--- src/hdl/adc_ctrl_map.vh ---
`ifndef ADC_CTRL_MAP_VH
`define ADC_CTRL_MAP_VH
`define RES_W 12
`define RES_MSB 11
`define HI_LSB 4
`define LO_MSB 3
`define CH_W 2
`define CH_ZERO 2'h0
`define CH_ONE 2'h1
`define RES_ZERO 12'h000
`define BYTE_ZERO 8'h00
`define LOW_PAD 4'h0
`define SER_BITS 4'hC
`define CNT_ZERO 4'h0
`define CNT_ONE 4'h1
`define CLK_MHZ 40
`define CONV_TIME_NS 20000
`define CONV_CYCLES ((`CONV_TIME_NS * `CLK_MHZ + 999) / 1000)
`define SCLK_HALF_NS 250
`define SCLK_HALF_CYCLES ((`SCLK_HALF_NS * `CLK_MHZ) / 1000)
`endif

--- src/hdl/adc_convert_and_readout_control.v ---
// Operation
// Format select high gives parallel bus, low gives serial output.
// Half select low drives upper 8 bits, high drives lower 4.
// Half select change with select low, read high switches bus at once.
// Select low, read/convert falling starts hold and conversion.
// Select low, read/convert rising enables bus or starts external serial.
// Scan low, read/convert low, select falling starts conversion.
// Read/convert high, select falling enables bus or starts external serial.
// Busy low from start until result latched; data valid at busy rise.
// Serial scan mode converts repeatedly through all four channels.
// Power down inhibits conversions and keeps the result.
// Power down in scan mode resets channel counter to zero.
// Host holds read/convert low 40ns to 12us to start.
// Host toggles half select to read remaining half.
// Start requests while busy is low are ignored.
// Host spaces conversion starts at least 25us apart.
// Internal clock serial sends previous result on 12 driven clock pulses.
// Serial busy stays low until conversion and transmission both finish.
// Two's complement result, serial MSB first, stable across both edges; the code changes the bit on each falling edge.
// Clock source low selects internal shift clock, high external.
// Shift clock pin is output if internal, input if external.
// Channel pins are inputs when scan low, outputs when scan high.
// Last result is held in an output register for all reads.
`timescale 1ns/10ps
`include "adc_ctrl_map.vh"
module adc_convert_and_readout_control (
  input wire CLK,
  input wire RSTN,
  input wire CS_N,
  input wire READ_CONVERT,
  input wire HALF_SELECT,
  input wire OUTPUT_FORMAT_SELECT,
  input wire CONTINUOUS_SCAN,
  input wire POWER_DOWN,
  input wire CLOCK_SOURCE_SELECT,
  input wire SHIFT_CLOCK_IN,
  output wire SHIFT_CLOCK_OUT,
  output wire SHIFT_CLOCK_OE,
  input wire CHANNEL_ADDR_HI_IN,
  input wire CHANNEL_ADDR_LO_IN,
  output wire CHANNEL_ADDR_HI_OUT,
  output wire CHANNEL_ADDR_LO_OUT,
  output wire CHANNEL_ADDR_OE,
  input wire [11:0] SAMPLE_DATA,
  output wire HOLD,
  output wire [1:0] CONV_CHANNEL,
  output wire BUSY_N,
  output wire [7:0] PARALLEL_BUS,
  output wire PARALLEL_BUS_OE,
  output wire SERIAL_OUT,
  output wire SERIAL_OUT_OE
);
  localparam ST_IDLE = 3'b001;
  localparam ST_CONV = 3'b010;
  localparam ST_DONE = 3'b100;

  wire cs_n_s;
  wire rc_s;
  wire sck_s;
  wire sck_n_s;
  wire sck_tick;
  reg [2:0] state_reg;
  reg [2:0] state_next;
  reg cs_n_d_reg;
  reg rc_d_reg;
  reg sck_d_reg;
  reg [15:0] conv_cnt_reg;
  reg [`RES_MSB:0] result_reg;
  reg [`RES_MSB:0] shift_reg;
  reg [3:0] bits_left_reg;
  reg sck_out_reg;
  reg serial_out_reg;
  reg [`CH_W-1:0] chan_reg;
  reg [`CH_W-1:0] conv_chan_reg;
  reg read_en_reg;
  reg pd_d_reg;
  reg [7:0] bus_reg;

  pin_sync u_cs (.clk(CLK), .rst_n(RSTN), .d(CS_N), .q(cs_n_s));
  pin_sync u_rc (.clk(CLK), .rst_n(RSTN), .d(READ_CONVERT), .q(rc_s));
  // Inverted through the synchroniser so its reset level is the idle low clock
  pin_sync u_sck (.clk(CLK), .rst_n(RSTN), .d(!SHIFT_CLOCK_IN), .q(sck_n_s));
  assign sck_s = !sck_n_s;

  wire serial_mode = !OUTPUT_FORMAT_SELECT;
  wire ext_clk = CLOCK_SOURCE_SELECT;
  wire rc_fall = rc_d_reg && !rc_s;
  wire rc_rise = !rc_d_reg && rc_s;
  wire cs_fall = cs_n_d_reg && !cs_n_s;
  wire scan_run = serial_mode && CONTINUOUS_SCAN && !cs_n_s && !rc_s && !POWER_DOWN;
  // Starts are only honoured in idle, so requests during busy vanish
  wire start_req = ((!cs_n_s && rc_fall)
    || (!CONTINUOUS_SCAN && !rc_s && cs_fall)
    || scan_run) && !POWER_DOWN;
  wire start = (state_reg == ST_IDLE) && start_req;
  wire read_evt = (!cs_n_s && rc_rise) || (rc_s && cs_fall);
  wire int_shift = serial_mode && !ext_clk;
  wire shifting = bits_left_reg != `CNT_ZERO;
  wire conv_end = (state_reg == ST_CONV) && (conv_cnt_reg == `CONV_CYCLES - 1);
  wire sck_fall_ext = sck_d_reg && !sck_s;

  rate_div u_div (.clk(CLK), .rst_n(RSTN), .run(shifting && int_shift), .tick(sck_tick));

  always @* begin
    state_next = state_reg;
    case (state_reg)
      ST_IDLE: begin
        if (start) begin
          state_next = ST_CONV;
        end
      end
      ST_CONV: begin
        if (conv_end) begin
          state_next = ST_DONE;
        end
      end
      ST_DONE: begin
        // Serial busy waits for the previous result to finish shifting
        if (!(serial_mode && shifting)) begin
          state_next = ST_IDLE;
        end
      end
      default: state_next = ST_IDLE;
    endcase
  end

  always @(posedge CLK) begin
    if (!RSTN) begin
      state_reg <= ST_IDLE;
      cs_n_d_reg <= 1'b1;
      rc_d_reg <= 1'b1;
      sck_d_reg <= 1'b0;
      pd_d_reg <= 1'b0;
      conv_cnt_reg <= 16'h0000;
      result_reg <= `RES_ZERO;
      shift_reg <= `RES_ZERO;
      bits_left_reg <= `CNT_ZERO;
      sck_out_reg <= 1'b0;
      serial_out_reg <= 1'b0;
      chan_reg <= `CH_ZERO;
      conv_chan_reg <= `CH_ZERO;
      read_en_reg <= 1'b0;
      bus_reg <= `BYTE_ZERO;
    end else begin
      state_reg <= state_next;
      cs_n_d_reg <= cs_n_s;
      rc_d_reg <= rc_s;
      sck_d_reg <= sck_s;
      pd_d_reg <= POWER_DOWN;
      if (state_reg == ST_CONV) begin
        conv_cnt_reg <= conv_cnt_reg + 16'h0001;
      end else begin
        conv_cnt_reg <= 16'h0000;
      end
      if (start) begin
        conv_chan_reg <= CONTINUOUS_SCAN ? chan_reg : {CHANNEL_ADDR_HI_IN, CHANNEL_ADDR_LO_IN};
      end
      if (POWER_DOWN && !pd_d_reg && CONTINUOUS_SCAN) begin
        chan_reg <= `CH_ZERO;
      end else if (conv_end && CONTINUOUS_SCAN) begin
        chan_reg <= chan_reg + `CH_ONE;
      end
      if (conv_end) begin
        result_reg <= SAMPLE_DATA;
      end
      // Serial load: previous result, internal on start, external on read
      if (serial_mode && !shifting && ((start && !ext_clk) || (read_evt && ext_clk))) begin
        shift_reg <= result_reg;
        bits_left_reg <= `SER_BITS;
        serial_out_reg <= result_reg[`RES_MSB];
        sck_out_reg <= 1'b0;
      end else if (shifting && int_shift && sck_tick) begin
        sck_out_reg <= !sck_out_reg;
        // Bit changes on the same clock as the falling edge, so the rising edge sees it settled
        if (sck_out_reg) begin
          shift_reg <= {shift_reg[`RES_MSB-1:0], 1'b0};
          serial_out_reg <= shift_reg[`RES_MSB-1];
          bits_left_reg <= bits_left_reg - `CNT_ONE;
        end
      end else if (shifting && ext_clk && sck_fall_ext) begin
        shift_reg <= {shift_reg[`RES_MSB-1:0], 1'b0};
        serial_out_reg <= shift_reg[`RES_MSB-1];
        bits_left_reg <= bits_left_reg - `CNT_ONE;
      end
      if (cs_n_s || !rc_s) begin
        read_en_reg <= 1'b0;
      end else if (read_evt) begin
        read_en_reg <= 1'b1;
      end
      // Re-sampled every cycle so a half select change follows at once
      if (!HALF_SELECT) begin
        bus_reg <= result_reg[`RES_MSB:`HI_LSB];
      end else begin
        bus_reg <= {result_reg[`LO_MSB:0], `LOW_PAD};
      end
    end
  end

  assign BUSY_N = (state_reg == ST_IDLE);
  assign HOLD = (state_reg == ST_CONV);
  assign CONV_CHANNEL = conv_chan_reg;
  assign PARALLEL_BUS = bus_reg;
  assign PARALLEL_BUS_OE = OUTPUT_FORMAT_SELECT && read_en_reg && !cs_n_s && rc_s;
  assign SERIAL_OUT = serial_out_reg;
  assign SERIAL_OUT_OE = serial_mode && shifting;
  assign SHIFT_CLOCK_OUT = sck_out_reg;
  assign SHIFT_CLOCK_OE = int_shift;
  assign CHANNEL_ADDR_HI_OUT = chan_reg[1];
  assign CHANNEL_ADDR_LO_OUT = chan_reg[0];
  assign CHANNEL_ADDR_OE = CONTINUOUS_SCAN;
endmodule // adc_convert_and_readout_control

--- src/hdl/pin_sync.v ---
`timescale 1ns/10ps
module pin_sync (
  input wire clk,
  input wire rst_n,
  input wire d,
  output wire q
);
  reg meta_reg;
  reg sync_reg;
  // First stage only feeds the second
  always @(posedge clk) begin
    if (!rst_n) begin
      meta_reg <= 1'b1;
      sync_reg <= 1'b1;
    end else begin
      meta_reg <= d;
      sync_reg <= meta_reg;
    end
  end
  assign q = sync_reg;
endmodule // pin_sync

--- src/hdl/rate_div.v ---
`timescale 1ns/10ps
`include "adc_ctrl_map.vh"
module rate_div (
  input wire clk,
  input wire rst_n,
  input wire run,
  output wire tick
);
  reg [15:0] cnt_reg;
  localparam [31:0] LIMIT_FULL = `SCLK_HALF_CYCLES - 1;
  wire [15:0] limit;
  assign limit = LIMIT_FULL[15:0];
  always @(posedge clk) begin
    if (!rst_n || !run) begin
      cnt_reg <= 16'h0000;
    end else if (cnt_reg == limit) begin
      cnt_reg <= 16'h0000;
    end else begin
      cnt_reg <= cnt_reg + 16'h0001;
    end
  end
  assign tick = run && (cnt_reg == limit);
endmodule // rate_div

--- config.mk ---
export PLATFORM = sky130hd
export DESIGN_NAME = adc_convert_and_readout_control
export DESIGN_NICKNAME = d
export VERILOG_FILES = /design/src/hdl/adc_convert_and_readout_control.v /design/src/hdl/pin_sync.v /design/src/hdl/rate_div.v
export VERILOG_INCLUDE_DIRS = /design/src /design/src/hdl
export SDC_FILE = /design/constraint.sdc
export NUM_CORES = 1
export LEC_CHECK = 0
export BUFFER_PORTS_ARGS = -buffer_cell sky130_fd_sc_hd__buf_2
export CELL_PAD_IN_SITES_DETAIL_PLACEMENT = 1
export CELL_PAD_IN_SITES_GLOBAL_PLACEMENT = 2
export CORE_MARGIN = 2
export CORE_UTILIZATION = 41
export CTS_BUF_LIST = sky130_fd_sc_hd__clkbuf_8
export CTS_CLUSTER_DIAMETER = 60
export DETAILED_ROUTE_END_ITERATION = 8
export PLACE_DENSITY_LB_ADDON = 0.25
export RECOVER_POWER = 25
export SLEW_MARGIN = 20
export SYNTH_ARGS = -nofsm -noshare
export SYNTH_HDL_FRONTEND = slang
export SYNTH_SLANG_ARGS = --single-unit
export TNS_END_PERCENT = 20
--- constraint.sdc ---
create_clock -name CLK -period 2.9 [get_ports CLK]
set_input_delay 0.58 -clock CLK [delete_from_list [all_inputs] [get_ports CLK]]
set_output_delay 0.58 -clock CLK [all_outputs]
set_load 0.1 [all_outputs]
==> results.toml, run 1 <==
[timing]
fin_ws_ns = 0.5350
clock_skew_ns = 0.01261
tightestPinTransition_ns = 0.9709
setup_viol_count_final = 0
slew_headroom = 0.3527
fin_setup_tns_ns = 0
fin_hold_ws_ns = 0.3749
finalCriticalPeriod_ns = 2.365
timing.final.crit_share = 0.8155
rsz0062_at_grt = "false"
max_freq_ghz = 0.4228
hold_viol = 0
maxSlewViolCount = 0

[power_and_ir_drop]
leakage_nw = 1.615
irDropWorstVdd_mv = 0.2578
total_power_mw = 2.288
power_density_mw_per_mm2 = 549.9

[critical_path]
slowest_stage = "a31oi_4"
end_kind = "flop"
cp_data_arrival_time_ns = 2.62
cp_num_cells = 7
ff2ff_path_depth = 7
crit_buf_inv = 1
critPathRequiredTime_ns = 3.15
cp-start-kind = "flop"
crit_type = "flop to flop"
critical_path.cell_chain = "inv_1 -> ha_1 -> nor3b_2 -> nor3_2 -> a31oi_4 -> a21boi_0 -> o221a_2"
crit_family = "compound AO/OA/AOI/OAI gates"
slowest_delay_ns = 0.61
cp_max_fo = 19

[grt]
grt_max_degree = 30
grt-ovfl-total = 0
grt_pass1_vias = 2801
antenna_found_initial = 0
grt_usage = 0.1739
grt_pass1_wl_mm = 13.59

[synth]
ys_warn_count = 0
ys_seq_area_frac = 0.4770
syn_inst = 379
synthArstFlopShare = 0
yosys.cell_types.count = 51
netlist_area_mm2 = 0.003651
synth_edf_count = 0
synthFlopType = "dfxtp_1"
syn_avg_cell_area_um2 = 9.633
synth-seq-cells = 87
synth_nets = 407

[place]
place_inst = 517
dp_slack_ns = 0.5745
hpwl_mm = 5.384
routabilityCongestion = 0.7234
post_dp_cell_area_mm2 = 0.003938
io_buffers = 43

[route]
avgViaCountPerCell = 5.054
avgRoutedWirePerCell_um = 14.40
drtPass1Iterations = 4
ant_nets = 0
drt-total-wl_mm = 7.673
drc_errors = 0
drt_iter0_markers = 51
vias = 2694

[floorplanning]
die_area_mm2 = 0.009676
die_y_um = 98.37
core_mm2 = 0.008678
start_util = 0.4207
ios = 44
rows = 34
die_x_um = 98.37

[clocking]
cts_resized = 0
clkSinkCount = 87
cts_made_buffers = 9
h-tree-depth = 3
clockBufferDepth = 2
clk_pin_slew_ns = 0.10
clk-insertion-delay-late_ns = 0.37
hold_buffers = 0
cts-root-buf = "clkbuf_8"
cts_tree = "built"
post_cts_buffers = 0

[layout]
drive_above_1_share = 0.1671
nNetsFinal = 448
finalNonFillerCells = 533
area.growth.synth_to_final_pct = 13.98
utilization = 0.4795
fin_area_mm2 = 0.004161
num_antenna_cells = 0

[hold_path]
hold_path_depth = 2
hold_path_class = "primary input to flop"

[job]
drv_cap = 0

[outcome]
status = "completed"
## final cells by class
class | instances | area, um2
Tap cell | 108 | 135.1
Clock inverter | 7 | 108.9
Clock buffer | 9 | 123.9
Inverter | 9 | 33.78
Timing Repair Buffer | 46 | 229.0
Multi-Input combinational cell | 267 | 1789
Fill cell | 1027 | 4517
Sequential cell | 87 | 1742
## cell usage after synthesis (4+ instances only)
cell	instances	area, um2
xnor2_1	11	96.34
nor4_1	4	25.02
nand3_1	13	65.06
nand2_1	18	67.56
nor2_1	45	168.9
a21oi_1	14	70.07
and3_1	5	31.28
mux2i_1	29	290.3
xor2_1	19	166.4
ha_1	4	50.05
and2_1	5	31.28
nand2b_1	11	68.82
inv_1	9	33.78
dfxtp_1	87	1742
o21ai_0	12	60.06
clkbuf_1	10	37.54
nor2b_1	24	150.1
nor3_1	8	40.04
nand4_1	8	50.05
## power by group
group | total [mW] | leakage, nW | switching (mW) | internal, mW
Clock | 0.989 | 0.118 | 0.484 | 0.505
Combinational | 0.0900 | 0.794 | 0.0579 | 0.0321
Sequential | 1.21 | 0.703 | 0.00547 | 1.20
## cell usage in the layout (no fill, tap or decap), types with 3 or more instances in the layout
cell type and instances:
a21oi_1 14, and2_0 4, and3_1 5, and4_1 3, buf_2 42, clkbuf_1 3, clkbuf_8 9, dfxtp_1 87
ha_1 4, inv_1 9, mux2i_1 29, nand2_1 18, nand2b_1 11, nand3_1 13, nand4_1 8, nor2_1 45
nor2b_1 24, nor3_1 8, nor4_1 4, o211a_1 3, o21ai_0 12, xnor2_1 11, xor2_1 19
## cells by family after synthesis
kind of cell / share of synthesized area
simple gates: 0.2447
flops: 0.4770
compound gates: 0.08020
xor+xnor: 0.07197
mux: 0.07951
buf+inv: 0.03290
fa+ha+maj: 0.01371
## path summary, 6_finish.rpt
check,from,to,slack (ns)
worst max-delay path,bits_left_reg[0]$_SDFFE_PP0P_,bits_left_reg[2]$_SDFFE_PN0P_,0.53
worst min-delay path,SHIFT_CLOCK_IN,u_sck.meta_reg$_SDFF_PN1_,0.37
worst max register to register,bits_left_reg[0]$_SDFFE_PP0P_,bits_left_reg[2]$_SDFFE_PN0P_,0.53
worst min register to register,u_sck.meta_reg$_SDFF_PN1_,u_sck.q$_SDFF_PN1_,0.42
## metal layers
metal | share of wire | global-route usage | routed length (um)
met1 | 0.49 | 0.2277 | 3722
met2 | 0.46 | 0.2779 | 3500
met3 | 0.045 | 0.05154 | 342
met4 | 0.014 | 0.05374 | 108
met5 | 0 | 0 | 0
Power figures use the tool's default switching activity.
==> inputs of run 2 (changes only) <==
- CORE_UTILIZATION: 41 -> 34
- clock period: 2.9 -> 1.9 ns (I/O delays scaled with it)
==> run 2 against run 1 <==
Against the previous run:
- sequential share of layout area shrank 4.1 points
- power grew 42%
- flip-flop and latch count is the same
==> results.toml, run 2 (same netlist as run 1, synthesis figures left out) <==
[clocking]
clockBufferDepth = 2
clk-insertion-delay-late_ns = 0.37
cts_made_buffers = 9
clkSinkCount = 87
cts-root-buf = "clkbuf_8"
clk_pin_slew_ns = 0.09
h-tree-depth = 3
cts_tree = "built"

[power_and_ir_drop]
irDropWorstVdd_mv = 0.3625
leakage_nw = 1.808
power_density_mw_per_mm2 = 701.8

[route]
drt-total-wl_mm = 8.475
drc_errors = 0
avgViaCountPerCell = 4.891
drtPass1Iterations = 4
vias = 2905
ant_nets = 0
drt_iter0_markers = 68
avgRoutedWirePerCell_um = 14.27

[outcome]
status = "completed"

[place]
io_buffers = 43
dp_slack_ns = -0.09915
routabilityCongestion = 0.7511
hpwl_mm = 6.167
place_inst = 572

[critical_path]
cp-start-kind = "flop"
cp_data_arrival_time_ns = 1.50
critPathRequiredTime_ns = 1.52
rr_startpoint = "u_div.cnt_reg[4]$_SDFF_PP0_"
crit_type = "flop to output pin"
critical_path.cell_chain = "inv_2 -> ha_4 -> nor3b_4 -> buf_6 -> nor2_4 -> buf_12"
end_kind = "output pin"
crit_buf_inv = 3
slowest_stage = "dfxtp_2"
startpoint = "bits_left_reg[0]$_SDFFE_PP0P_"
slowest_delay_ns = 0.33
crit_family = "buffers and inverters"
cp_max_fo = 4

[layout]
utilization = 0.4459
seqCellArea_mm2 = 0.001748
num_antenna_cells = 0
n_fill_cell = 1227
area.growth.synth_to_final_pct = 26.66
final_common_cell = "dfxtp_1"
multi_input_area_mm2 = 0.001899
nNetsFinal = 482
finalNonFillerCells = 594
layout_common_cells = "82 x dfxtp_1, 43 x nor2_1, 35 x buf_2"
drive_above_1_share = 0.2686

[timing]
tightestPinTransition_ns = 0.7574
hold_viol = 0
fin_ws_ns = 0.02296
rsz0062_at_grt = "true"
timing.final.crit_share = 0.9879
max_freq_ghz = 0.5328
maxSlewViolCount = 0
slew_headroom = 0.4951
setup_viol_count_final = 0
clock_skew_ns = 0.009320
finalCriticalPeriod_ns = 1.877

[grt]
grt_max_degree = 24
grt_pass1_vias = 2997
grt_usage = 0.1607
grt_pass1_wl_mm = 14.50
antenna_found_initial = 0
grt-ovfl-total = 0

[job]
drv_cap = 0

[floorplanning]
ios = 44
die_y_um = 107.6
die_area_mm2 = 0.01158
start_util = 0.3521
rows = 37
core_mm2 = 0.01037
die_x_um = 107.6

[hold_path]
hold_path_class = "primary input to flop"
min_from = "SHIFT_CLOCK_IN"
## run 2: cell types whose count changed in the layout (fill, tap and decap cells not counted), moves of 3 or more
cell | before | now
buf_4 | 1 | 28
o21ai_0 | 12 | 1
o21ai_1 | 0 | 10
buf_12 | 0 | 8
buf_2 | 42 | 35
dfxtp_1 | 87 | 82
dfxtp_2 | 0 | 5
clkbuf_2 | 0 | 3
## run 2: what timing repair did
| action | 4_1_cts | 5_1_grt |
|---|---|---|
| buffers inserted | 5 | 3 |
| setup endpoints to repair | 14 | 23 |
| pin swaps | 2 | 6 |
| gates resized for setup | 13 | 17 |
| hold buffers | 0 | 0 |
## run 2: final timing paths
path                                                       to  slack (ns)  cells past startpoint
worst max-delay path                            SERIAL_OUT_OE        0.02                      6
worst min-delay path                u_sck.meta_reg$_SDFF_PN1_        0.17                      2
worst max register to register  bits_left_reg[3]$_SDFFE_PN0P_        0.10                      5
worst min register to register              u_cs.q$_SDFF_PN1_        0.42                      1
## run 2: stage by stage
stage | hold WS, ns | power [mW] | area, um2 | setup TNS, ns
global placement | 0.3941 | 2.045 | 4294 | 0
floorplan | 0.3863 | 1.982 | 3677 | -8.563
CTS | 0.1551 | 3.304 | 4558 | -0.01004
global route | 0.1632 | 3.406 | 4624 | -0.2168
detailed placement | 0.4002 | 2.047 | 4294 | -0.4744
finish | 0.1741 | 3.245 | 4624 | 0
## run 2: final cells by class
| type | count | area share |
|---|---|---|
| inverter | 9 | 0.007305 |
| sequential | 87 | 0.3780 |
| tap | 136 | 0.03680 |
| clock inverter | 6 | 0.01190 |
| multi-input combinational | 267 | 0.4107 |
| clock buffer | 9 | 0.02679 |
| timing repair buffer | 80 | 0.1285 |
## run 2: routing by layer
metal,vias up,share of wire,global-route usage
met5,-,0,0
met4,0,0.016,0.05769
met3,12,0.044,0.04661
met2,44,0.47,0.2606
met1,1398,0.47,0.2028
li1,1451,-,-
## run 2: worst reg2reg max path, cell delays in order, from the launching register on
cell and delay [ns]:
dfxtp_1 0.37, nor4b_2 0.38, and4_4 0.29, a31oi_4 0.16, buf_4 0.19, o311a_1 0.31
## run 2: where the power goes
group	switching, mW	leakage (nW)	total (mW)	internal (mW)
Clock	0.650	0.0975	1.24	0.587
Combinational	0.0941	1.00	0.162	0.0676
Sequential	0.00967	0.706	1.85	1.84
Total	0.754	1.81	3.25	2.49
